**src/core/lcdiv_params.svh**
```systemverilog
// Purpose: register offsets, field positions and reset values of the channel divider
// Assumes: APB byte addresses are four times the register index
// Notes: definitions only
`ifndef LCDIV_PARAMS_SVH
`define LCDIV_PARAMS_SVH
`define LCDIV_IDX_C3S1       10'h199
`define LCDIV_IDX_C3PH       10'h19a
`define LCDIV_IDX_C3S2       10'h19b
`define LCDIV_IDX_C3CTL      10'h19c
`define LCDIV_IDX_C3DCC      10'h19d
`define LCDIV_IDX_C4S1       10'h19e
`define LCDIV_RST_CYCLES     8'h00
`define LCDIV_RST_PHASE      8'h00
`define LCDIV_RST_CTL        8'h00
`define LCDIV_RST_DCC        8'h00
`define LCDIV_BIT_BYP2       5
`define LCDIV_BIT_BYP1       4
`define LCDIV_BIT_NOSYNC     3
`define LCDIV_BIT_FORCE      2
`define LCDIV_BIT_START2     1
`define LCDIV_BIT_START1     0
`define LCDIV_BIT_DUTY_CORRECTION_DISABLE     0
`endif

```
**src/core/lcdiv_pkg.sv**
```systemverilog
// Purpose: shared types of the channel divider
// Assumes: nothing
// Notes: apb request travels as one struct
package lcdiv_pkg;
	typedef struct packed {
		logic        psel;
		logic        penable;
		logic        pwrite;
		logic [11:0] paddr;
		logic [31:0] pwdata;
	} lcdiv_apb_req_t;
	typedef struct packed {
		logic [3:0] low;
		logic [3:0] high;
	} lcdiv_cycles_t;
endpackage : lcdiv_pkg

```
**src/core/lcdiv_channel.sv**
```systemverilog
// Purpose: two cascaded programmable dividers of channel 3 plus channel 4 first stage
// Assumes: divIn is an asynchronous divider input clock from a pin, synchronised and sampled as data
// Notes:
//
// Added by the designer: the APB slave port.
`timescale 1ns/100ps
`include "lcdiv_params.svh"
module lcdiv_channel (
	// clock and reset
	input  wire logic                   core_clk,
	input  wire logic                   rst_n,
	// apb slave
	input  wire lcdiv_pkg::lcdiv_apb_req_t apbReq,
	output logic        [31:0]          prdata,
	output logic                        pready,
	output logic                        pslverr,
	// divider input and chip sync, from pins
	input  wire logic                   divIn,
	input  wire logic                   syncIn_n,
	// divider outputs
	output logic                        chan3Out,
	output logic                        chan4Stage1Out,
	output logic                        dutyCorrEn
);
	import lcdiv_pkg::*;

	logic [7:0] c3s1_r, c3ph_r, c3s2_r, c3ctl_r, c3dcc_r, c4s1_r;
	logic [1:0] inSync_r, syncSync_r;
	logic       inPrev_r;

	// register decode
	wire [9:0] regIdx   = apbReq.paddr[11:2];
	wire       setup    = apbReq.psel && !apbReq.penable;
	wire       access   = apbReq.psel && apbReq.penable;
	wire       hitS1    = regIdx == `LCDIV_IDX_C3S1;
	wire       hitPh    = regIdx == `LCDIV_IDX_C3PH;
	wire       hitS2    = regIdx == `LCDIV_IDX_C3S2;
	wire       hitCtl   = regIdx == `LCDIV_IDX_C3CTL;
	wire       hitDcc   = regIdx == `LCDIV_IDX_C3DCC;
	wire       hitC4    = regIdx == `LCDIV_IDX_C4S1;
	wire       mapped   = hitS1 | hitPh | hitS2 | hitCtl | hitDcc | hitC4;
	wire       wrEn     = access && apbReq.pwrite && mapped;
	wire [7:0] wrByte   = apbReq.pwdata[7:0];
	wire [7:0] rdByte   = hitS1 ? c3s1_r : hitPh ? c3ph_r : hitS2 ? c3s2_r :
	                      hitCtl ? c3ctl_r : hitDcc ? c3dcc_r : hitC4 ? c4s1_r : 8'h00;

	// apb: one wait-free access phase, answer registered at setup
	always_ff @(posedge core_clk) begin
		if (!rst_n) begin
			pready  <= 1'b0;
			pslverr <= 1'b0;
			prdata  <= 32'h0000_0000;
		end else begin
			pready  <= setup;
			pslverr <= setup && !mapped;
			prdata  <= (setup && !apbReq.pwrite) ? {24'h00_0000, rdByte} : 32'h0000_0000;
		end
	end

	always_ff @(posedge core_clk) begin
		if (!rst_n) begin
			c3s1_r  <= `LCDIV_RST_CYCLES;
			c3ph_r  <= `LCDIV_RST_PHASE;
			c3s2_r  <= `LCDIV_RST_CYCLES;
			c3ctl_r <= `LCDIV_RST_CTL;
			c3dcc_r <= `LCDIV_RST_DCC;
			c4s1_r  <= `LCDIV_RST_CYCLES;
		end else if (wrEn && pready) begin
			if (hitS1) c3s1_r <= wrByte;
			if (hitPh) c3ph_r <= wrByte;
			if (hitS2) c3s2_r <= wrByte;
			if (hitCtl) c3ctl_r <= {2'b00, wrByte[5:0]};
			if (hitDcc) c3dcc_r <= {7'h00, wrByte[0]};
			if (hitC4) c4s1_r <= wrByte;
		end
	end

	// pin synchronisers; only stage two is read
	always_ff @(posedge core_clk) begin
		if (!rst_n) begin
			inSync_r   <= 2'b00;
			syncSync_r <= 2'b11;
			inPrev_r   <= 1'b0;
		end else begin
			inSync_r   <= {inSync_r[0], divIn};
			syncSync_r <= {syncSync_r[0], syncIn_n};
			inPrev_r   <= inSync_r[1];
		end
	end

	wire inRise   = inSync_r[1] && !inPrev_r;
	wire noSync   = c3ctl_r[`LCDIV_BIT_NOSYNC];
	// sync held low restarts dividers; ignored when nosync set
	wire syncHold = !syncSync_r[1] && !noSync;

	// divider stage: counts input events, phase offset preloads the channel 3 counts, channel 4 count starts at zero
	logic [3:0] cnt1_r, cnt2_r, cnt4_r;
	logic       lvl1_r, lvl2_r, lvl4_r;

	function automatic logic [3:0] lim(input logic [7:0] cyc, input logic lvl);
		lim = lvl ? cyc[3:0] : cyc[7:4];
	endfunction : lim

	wire byp1   = c3ctl_r[`LCDIV_BIT_BYP1];
	wire byp2   = c3ctl_r[`LCDIV_BIT_BYP2];
	wire st1    = c3ctl_r[`LCDIV_BIT_START1];
	wire st2    = c3ctl_r[`LCDIV_BIT_START2];
	wire wrap1  = cnt1_r == lim(c3s1_r, lvl1_r);
	wire wrap2  = cnt2_r == lim(c3s2_r, lvl2_r);
	wire wrap4  = cnt4_r == lim(c4s1_r, lvl4_r);
	// first stage rising edge is one input cycle of the second stage
	wire s1Edge = byp1 ? inRise : (inRise && wrap1 && !lvl1_r);
	wire s1Lvl  = byp1 ? inSync_r[1] : lvl1_r;
	wire s2Lvl  = byp2 ? s1Lvl : lvl2_r;

	always_ff @(posedge core_clk) begin
		if (!rst_n || syncHold) begin
			cnt1_r <= c3ph_r[3:0];
			cnt2_r <= c3ph_r[7:4];
			cnt4_r <= 4'h0;
			lvl1_r <= st1;
			lvl2_r <= st2;
			lvl4_r <= 1'b0;
		end else begin
			if (!byp1 && inRise) begin
				cnt1_r <= wrap1 ? 4'h0 : cnt1_r + 4'h1;
				if (wrap1) lvl1_r <= !lvl1_r;
			end
			if (!byp2 && s1Edge) begin
				cnt2_r <= wrap2 ? 4'h0 : cnt2_r + 4'h1;
				if (wrap2) lvl2_r <= !lvl2_r;
			end
			if (inRise) begin
				cnt4_r <= wrap4 ? 4'h0 : cnt4_r + 4'h1;
				if (wrap4) lvl4_r <= !lvl4_r;
			end
		end
	end

	// output: forced level applies only with nosync set
	always_ff @(posedge core_clk) begin
		if (!rst_n) begin
			chan3Out       <= 1'b0;
			chan4Stage1Out <= 1'b0;
			dutyCorrEn     <= 1'b1;
		end else begin
			chan3Out       <= noSync ? c3ctl_r[`LCDIV_BIT_FORCE] : s2Lvl;
			chan4Stage1Out <= lvl4_r;
			dutyCorrEn     <= !c3dcc_r[`LCDIV_BIT_DUTY_CORRECTION_DISABLE];
		end
	end
endmodule : lcdiv_channel

```
**config.mk**
```make
export PLATFORM = sky130hd
export DESIGN_NAME = lcdiv_channel
export DESIGN_NICKNAME = d
export VERILOG_FILES = /design/src/core/lcdiv_pkg.sv /design/src/core/lcdiv_channel.sv
export VERILOG_INCLUDE_DIRS = /design/src /design/src/core
export SDC_FILE = /design/constraint.sdc
export NUM_CORES = 1
export LEC_CHECK = 0
export BUFFER_PORTS_ARGS = -buffer_cell sky130_fd_sc_hd__clkbuf_2
export CAP_MARGIN = 10
export CORE_MARGIN = 2
export CORE_UTILIZATION = 35
export DETAILED_ROUTE_END_ITERATION = 12
export PLACE_DENSITY = 0.6
export SETUP_SLACK_MARGIN = 0.05
export SYNTH_ARGS = -nofsm -noshare
export SYNTH_HDL_FRONTEND = slang
export SYNTH_SLANG_ARGS = --single-unit
export TNS_END_PERCENT = 100
```
**constraint.sdc**
```tcl
create_clock -name core_clk -period 2.2 [get_ports core_clk]
set_clock_uncertainty 0.1 [all_clocks]
set_input_delay 0.33 -clock core_clk [delete_from_list [all_inputs] [get_ports core_clk]]
set_output_delay 0.33 -clock core_clk [all_outputs]
set_load 0.02 [all_outputs]
```
## Word-level counts from Yosys, hierarchy flattened

Index checks and enable logic that the tools add are counted.

- Register bits: 96
- Bits of input ports: 51
- Output and inout bits: 37
- Word-level logic and storage cells: 106

- Add/sub/neg operators: 3
- Equality and inequality tests: 9
- Mux-type cells: 26
- Bitwise logic cells: 5
- Reductions and logical operators: 41

Operators by type and width:

| cell | count |
|---|---|
| == test 10 x 9 -> 1 bit (second input constant) | 6 |
| 2-to-1 mux 8 bit | 6 |
| 2-to-1 mux 4 bit | 10 |
| AND reduction 2 bit | 10 |
| logical AND 1 bit | 13 |
| logical NOT 1 bit | 13 |
| adder 4 x 1 -> 4 bit (second input constant) | 3 |
| == test 4 bit | 3 |
| 2-to-1 mux 1 bit | 10 |
| nonzero test 2 bit | 4 |
| OR 1 bit | 5 |
| logical OR 1 bit | 1 |

## Logic depth before layout (Yosys ltp)

Gate-level depths: netlist of run 1.

- Word-level depth: 9
- Mapped depth: 7
- Gate-level depth less buffers: 5

## Worst setup path after synthesis of run 1

OpenSTA, ideal clock, no wires.

- Path kind: reg2reg
- Start: reg lvl1_r
- End: reg lvl2_r, enable pin
- Library setup time: 0.293 ns
- Data arrival time: 1.621 ns
- Data required time: 1.807 ns
- Slack: 0.186 ns
- Stages on the path, launching flop included: 7
- Buffers on the path: 1
- Period minus slack after synthesis: 2.014 ns
- Cell sequence: edfxtp_1 > buf_6 > mux2i_1 > xnor2_1 > o41ai_2 > o22a_1 > and2_1

- Cells in the longest elaborated chain, start to end: 8
- Elaborated cells on any way between the ends: 9
- Classes of those cells: eq/ne: 1; mux: 2; reduce/logical: 6

Ends and longest elaborated chain:

| item | line | text |
|---|---|---|
| from (decl) | lcdiv_channel.sv:98 | `logic lvl1_r, lvl2_r, lvl4_r;` |
| from (signal assigned) | lcdiv_channel.sv:121 | `lvl1_r <= st1;` |
| from (signal assigned) | lcdiv_channel.sv:127 | `if (wrap1) lvl1_r <= !lvl1_r;` |
| 2-to-1 mux 4 bit | lcdiv_channel.sv:101 | `lim = lvl ? cyc[3:0] : cyc[7:4];` |
| == test 4 bit | lcdiv_channel.sv:108 | `wire wrap1 = cnt1_r == lim(c3s1_r, lvl1_r);` |
| logical AND 1 bit | lcdiv_channel.sv:112 | `wire s1Edge = byp1 ? inRise : (inRise && wrap1 && !lvl1_r);` |
| logical AND 1 bit * | lcdiv_channel.sv:112 |  |
| 2-to-1 mux 1 bit * | lcdiv_channel.sv:112 |  |
| logical AND 1 bit * | lcdiv_channel.sv:129 | `if (!byp2 && s1Edge) begin` |
| nonzero test 2 bit (no source line) * | - |  |
| AND reduction 2 bit (no source line) * | - |  |
| to (signal assigned) | lcdiv_channel.sv:122 | `lvl2_r <= st2;` |
| to (signal assigned) | lcdiv_channel.sv:131 | `if (wrap2) lvl2_r <= !lvl2_r;` |
| to (decl) | lcdiv_channel.sv:98 |  |

Mark *: on every way between the ends. The rest lies on a longest branch, timed or not.
A chain may end at the register's enable or synchronous reset.

## Final worst setup path of run 1

- Start: reg lvl1_r
- End: reg cnt2_r[1], enable pin

- Cells in the longest elaborated chain, start to end: 7
- Elaborated cells on any way between the ends: 8
- Classes of those cells: eq/ne: 1; mux: 2; reduce/logical: 5

Ends and longest elaborated chain:

| item | line | text |
|---|---|---|
| 2-to-1 mux 4 bit | lcdiv_channel.sv:101 |  |
| == test 4 bit | lcdiv_channel.sv:108 |  |
| logical AND 1 bit | lcdiv_channel.sv:112 |  |
| logical AND 1 bit * | lcdiv_channel.sv:112 |  |
| 2-to-1 mux 1 bit * | lcdiv_channel.sv:112 |  |
| logical AND 1 bit * | lcdiv_channel.sv:129 |  |
| nonzero test 2 bit (no source line) * | - |  |
| to (signal assigned) | lcdiv_channel.sv:119 | `cnt2_r <= c3ph_r[7:4];` |
| to (signal assigned) | lcdiv_channel.sv:130 | `cnt2_r <= wrap2 ? 4'h0 : cnt2_r + 4'h1;` |
| to (decl) | lcdiv_channel.sv:97 | `logic [3:0] cnt1_r, cnt2_r, cnt4_r;` |

Marked as above.

==> summary.txt, run 1 <==
Outcome
  – Status: finished, final reports clean

Cells and area
  – Fin cells: 571
  – Diode count: 0
  – Fraction of layout cells with a size suffix above 1: 17.0%
  – Synthesis-to-finish area growth: 13.4%
  – Final nets: just under 500

Floorplan
  – Core area: 0.0101 mm^2
  – Die Width: 105 um
  – # IOs: 88
  – Row count: 37
  – Initial core utilization: 35.5%
  – DIE HEIGHT: between 100 and 150 um
  – Die ar.: 0.0111 mm^2

Synth
  – Netlist cell types: 44
  – Post-synthesis sequential area ratio: a little over two fifths
  – Synth cell count leaders: 62 x dfxtp_1, 40 x mux2i_1, 32 x nor2b_1
  – FF+latch count, synth: 72
  – Post-synth EDFFs: 10
  – Synthesized area: between 0.003 and 0.004 mm^2
  – Primary FF master, synth: dfxtp_1
  – Ys async rst share: 0%
  – Synthesized area per cell: around 9.4 um^2
  – Cell count after synthesis: 381
  – Dominant cell type by area after synthesis: dfxtp_1
  – Synth top area share: 34.5%
  – Most frequent cell after synthesis: dfxtp_1
  – Synth top area cells: dfxtp_1 34%, mux2i_1 11%, edfxtp_1 8.3%
  – Synthesis Warnings: 0

Critical path
  – Crit-path slowest cell: edfxtp_1
  – Worst setup EP type: flop
  – WP data arrival: 2.00 ns
  – CP max stage delay: between 0.4 and 0.5 ns
  – Critical Path Most Common Cell: buf_4
  – Crit path kind: reg -> reg
  – Worst Path Required: 2.17 ns
  – Cells along the critical path: mux2i_1 > xnor2_1 > o41ai_2 > buf_4 > o22a_1 > buf_4
  – CP max FO: 5
  – CP startpoint kind: flop

Place
  – Hpwl dp: 6.84 mm
  – Cells after DPL: 553
  – Gpl congestion: 0.920
  – Port buffer count: 37

GRT
  – GRT Total Usage: 16.9%
  – Global-route wire length before repair: 14.4 mm
  – Grt total ovfl: 0
  – Largest net degree at the start of global routing: 26
  – Initial antenna violation count: 0
  – Vias in the first global route: ~2700

Clock network
  – # clock sinks: slightly above 70
  – Cts bufs inserted: 9
  – CTS Root Cell: clkbuf_8
  – Clock Path Buffers: 2
  – H-tree levels: 3
  – CTS clk-pin slew, worst paths: 0.07 ns
  – Clk_lat worst skew: 0.34 ns
  – CTS tree: yes
  – Post-CTS sizing: 0

Run
  – Max cap viols: 0

Power
  – Leakage: 1.68 nW
  – PD cells: 628 mW/mm^2
  – VDD IR max: 0.230 mV

STA
  – Achievable Freq: 492 MHz
  – RSZ-0062 raised after global routing: no
  – Final period utilization: 92.4%
  – Hold Violations, Final: 0
  – Final min period: 2.03 ns
  – Pins Over Slew Limit: 0
  – Worst Tran Pin Value: 0.670 ns
  – Setup-failing EPs final: 0
  – TNS Setup: 0 ns
  – Slew headroom: 54.8%

Routing
  – 1st-pass router iterations: 4
  – Routed via count: 2778
  – Total wire length: 8.97 mm
  – Via density: 4.87
  – Final antenna-violating net count: 0
  – Number of DRC markers in iteration 0: 163
  – WL/cell: 15.7 um
  – Number of remaining DRC errors: 0

Hold path
  – Hold/Removal Path Class: in -> reg
## area by class of cell
type	instances	area, um^2
multi-input cells	286	1860
clock buffers	12	135
well taps	136	170
repair buffers	57	335
clock inverters	4	21.3
flip-flops and latches	72	1540
fillers	1033	6060
inverters	4	15.0
## what timing repair did
action,in CTS,in global routing
buffers inserted,0,2
endpoints found under the setup margin,0,6
hold buffers,0,0
## flip-flops by register name (all words and copies together) (netlist names)
register and count:
lvl4_r 1, cnt2_r 4, c3s1_r 8, c3ctl_r 6, syncSync_r 2, cnt4_r 4
cnt1_r 4, inPrev_r 1, lvl2_r 1, c3ph_r 8, dutyCorrEn 1, pslverr 1
c4s1_r 8, lvl1_r 1, chan4Stage1Out 1, inSync_r 2, c3dcc_r 1, chan3Out 1
c3s2_r 8, pready 1, prdata 8
## worst max-delay path, delay by kind of cell (launching register included)
kind	cells	cell delay, ns
muxes	1	0.24
DFF	1	0.48
AOI/OAI and AO/OA	2	0.52
xor gates and xnor gates	1	0.09
buffers and inverters	2	0.32
## layout by cell type (no fill, tap or decap), drive strengths merged, types with 6 or more instances in the layout
cell and n:
dfxtp 62, clkbuf 49, mux2i 40, nor2b 32
nand2 31, conb 24, o21ai 20, nor2 20
buf 20, nand3 19, a21boi 14, xnor2 12
edfxtp 10, a21oi 9, nor3 9, nand2b 8
xor2 7, and2 6, nand4 6
## cell families after synthesis
| kind of cell | Yosys count | synth area share (%) |
|---|---|---|
| and+or+nand+nor | 140 | 21.3 |
| DFF | 72 | 42.8 |
| AOI/OAI and AO/OA | 60 | 11.1 |
| buffers and inverters | 46 | 7.79 |
| muxes | 40 | 11.1 |
| xor gates and xnor gates | 19 | 4.62 |
| adders and majority gates | 3 | 1.04 |
| other | 1 | 0.104 |
## power by group
part	internal, mW	switching (mW)	total (mW)
Sequential	1.37	0.0327	1.40
Clock	0.403	0.476	0.879
Combinational	0.111	0.170	0.281
Total	1.88	0.678	2.56
## metal layers
layer | part of all wire, % | wire length (um) | up-vias | GRT usage [%]
met5 | 0 | 0 | - | 0
met4 | 1.4 | 125 | 0 | 5.71
met3 | 4.7 | 422 | 11 | 2.72
met2 | 49 | 4380 | 90 | 28.4
met1 | 45 | 4040 | 1301 | 21.9
li1 | - | - | 1376 | -
## path summary, 6_finish.rpt
path / slack (ns) / startpoint / to / cells after the start
max: 0.17 / lvl1_r / cnt2_r[1] / 6
min: 0.07 / syncIn_n / syncSync_r[0] / 2
max reg2reg: 0.17 / lvl1_r / cnt2_r[1] / 6
min reg2reg: 0.31 / syncSync_r[0] / syncSync_r[1] / 1
## metrics by stage
step                setup slack [ns]  util, %  hold WS (ns)  instance area (um^2)  power [mW]
finish                         0.166     40.3        0.0650                  4080        2.56
global route                  0.0866     40.3        0.0702                  4080        2.67
CTS                            0.104     40.1        0.0566                  4070        2.57
detailed placement             0.124     38.6         0.299                  3910        1.71
global placement               0.135     38.6         0.291                  3910        1.70
floorplan                      0.186        -         0.270                  3680        1.64
No activity file was read; power rests on OpenSTA's default activity.
==> inputs of run 2 (changes only) <==
==> constraint.sdc (replaced) <==
create_clock -name core_clk -period 2.2 [get_ports core_clk]
set_clock_uncertainty 0.1 [all_clocks]
set_input_delay 0.33 -clock core_clk [delete_from_list [all_inputs] [get_ports core_clk]]
set_output_delay 0.33 -clock core_clk [all_outputs]
set_load 0.1 [all_outputs]
==> summary.txt, run 2 (synthesized netlist as in run 1, its figures left out) <==
Cells and area
  – Fin cells: 571
  – Synthesis-to-finish area growth: 14.1%
  – Final instance area: 0.00411 mm^2
  – Fill count: ~1000
  – Final nets: 484
  – Commonest cells after routing, fill and taps aside: 61 x dfxtp_1, 40 x mux2i_1, 37 x clkbuf_2
  – Diode count: 0
  – Fraction of layout cells with a size suffix above 1: 17.5%
  – Most common cell after layout, fill and taps aside: dfxtp_1

Routing
  – Total wire length: 8.97 mm
  – WL/cell: 15.7 um
  – 1st-pass router iterations: 4
  – Number of DRC markers in iteration 0: 170
  – Final antenna-violating net count: 0
  – Routed via count: 2809
  – Via density: 4.92
  – Number of remaining DRC errors: 0

Clock network
  – H-tree levels: 3
  – Clock Path Buffers: 2
  – Post-CTS sizing: 0
  – # clock sinks: 72
  – Clk_lat worst skew: around 0.35 ns
  – CTS tree: yes
  – CTS clk-pin slew, worst paths: 0.07 ns
  – Post-CTS setup buffers: 0
  – Hold buffers post-CTS: 0
  – Cts bufs inserted: 9
  – CTS Root Cell: clkbuf_8

Critical path
  – Crit. Startpoint: lvl1_r
  – R2r worst-path depth: 5
  – Worst path depth: 5
  – Reg-to-Reg End: cnt2_r[2]
  – CP max stage delay: 0.50 ns
  – Crit-path slowest cell: edfxtp_1
  – Cells along the critical path: mux2i_1 > xnor2_1 > o41ai_2 > o22a_1 > buf_4
  – CP startpoint kind: flop
  – Worst Setup EP: cnt2_r[2]
  – WP data arrival: 1.99 ns
  – Worst Path Required: 2.17 ns
  – Crit path kind: reg -> reg
  – FF-to-FF Start: lvl1_r
  – CP bufs+invs: 1
  – Worst setup EP type: flop
  – CP max FO: 6
  – Worst R2R Setup Slack: 0.18 ns
  – Critical path's top delay family: compound AO/OA/AOI/OAI gates

Power
  – PD cells: slightly below 700 mW/mm^2
  – Leakage: ~1.7 nW
  – VDD IR max: between 0.3 and 0.4 mV

STA
  – Setup-failing EPs final: 0
  – Pins Over Slew Limit: 0
  – Final min period: 2.02 ns
  – Hold Slack: 0.0572 ns
  – TNS Setup: 0 ns
  – Slew headroom: a little under half
  – RSZ-0062 raised after global routing: yes
  – Worst Tran Pin Value: 0.773 ns
  – Setup WS post-layout: between 0.15 and 0.2 ns
  – Achievable Freq: 494 MHz
  – Final period utilization: 92.0%
  – Hold Violations, Final: 0

Hold path
  – Hold_sp: syncIn_n
  – Hold path cells: 2
  – Hold/Removal Path Class: in -> reg

GRT
  – Grt total ovfl: 0
  – Initial antenna violation count: 0
  – Global-route wire length before repair: around 14 mm
  – GRT Total Usage: between 15 and 20%
  – Largest net degree at the start of global routing: 27
  – Vias in the first global route: 2709

Floorplan
  – DIE HEIGHT: between 100 and 150 um
  – Initial core utilization: 35.5%
  – Row count: 37
  – Die Width: 105 um
  – Core area: 0.0101 mm^2
  – Die ar.: 0.0111 mm^2
  – # IOs: 88

Place
  – Hpwl dp: around 6.7 mm
  – Area after DPL: 0.00391 mm^2
  – Port buffer count: 37
  – Post-Place Setup Slack: 0.143 ns
  – Cells after DPL: 553
  – Gpl congestion: approximately 0.86

Run
  – Max cap viols: 0

Outcome
  – Status: finished, final reports clean
-- run 2: worst register-to-register path: cells and delay by family (launching register included) --
kind | cells | cell delay [ns]
AOI/OAI and AO/OA | 2 | 0.65
DFF | 1 | 0.50
muxes | 1 | 0.25
buffers and inverters | 1 | 0.16
xor gates and xnor gates | 1 | 0.09
-- run 2: final cells by class --
cell class	count	area (um^2)	area share [%]
multi-input cells	286	1860	45.4
inverters	4	15.0	0.366
repair buffers	57	335	8.17
well taps	136	170	4.14
clock inverters	4	45.0	1.10
clock buffers	12	135	3.29
flip-flops and latches	72	1540	37.6
-- run 2: worst min-delay path by stage --
| stage | to | slack, ns |
|---|---|---|
| 2_1_floorplan | dutyCorrEn | 0.27 |
| 3_3_place_gp | syncSync_r[1] | 0.29 |
| 3_5_place_dp | syncSync_r[1] | 0.30 |
| 4_1_cts | syncSync_r[0] | 0.05 |
| 5_1_grt | syncSync_r[0] | 0.06 |
| 6_report | syncSync_r[0] | 0.06 |
-- run 2: routing by layer --
metal,global-route usage (%),vias to the layer above,share of wire [%]
met5,0,-,0
met2,25.9,102,45
met1,22.9,1320,47
met4,6.86,0,2.1
met3,3.83,16,5.5
li1,-,1371,-
-- run 2: report_power, final --
part	internal, mW	switching, mW	total [mW]
logic	0.110	0.329	0.439
registers	1.37	0.0327	1.40
clock network	0.520	0.483	1.00
-- run 2: metrics by stage --
step / utilization (%) / power (mW)
6_report: 40.5 / 2.84
5_1_grt: 40.5 / 2.95
3_5_place_dp: 38.6 / 1.87
2_1_floorplan: - / 1.80
4_1_cts: 40.4 / 2.86
3_3_place_gp: 38.6 / 1.86
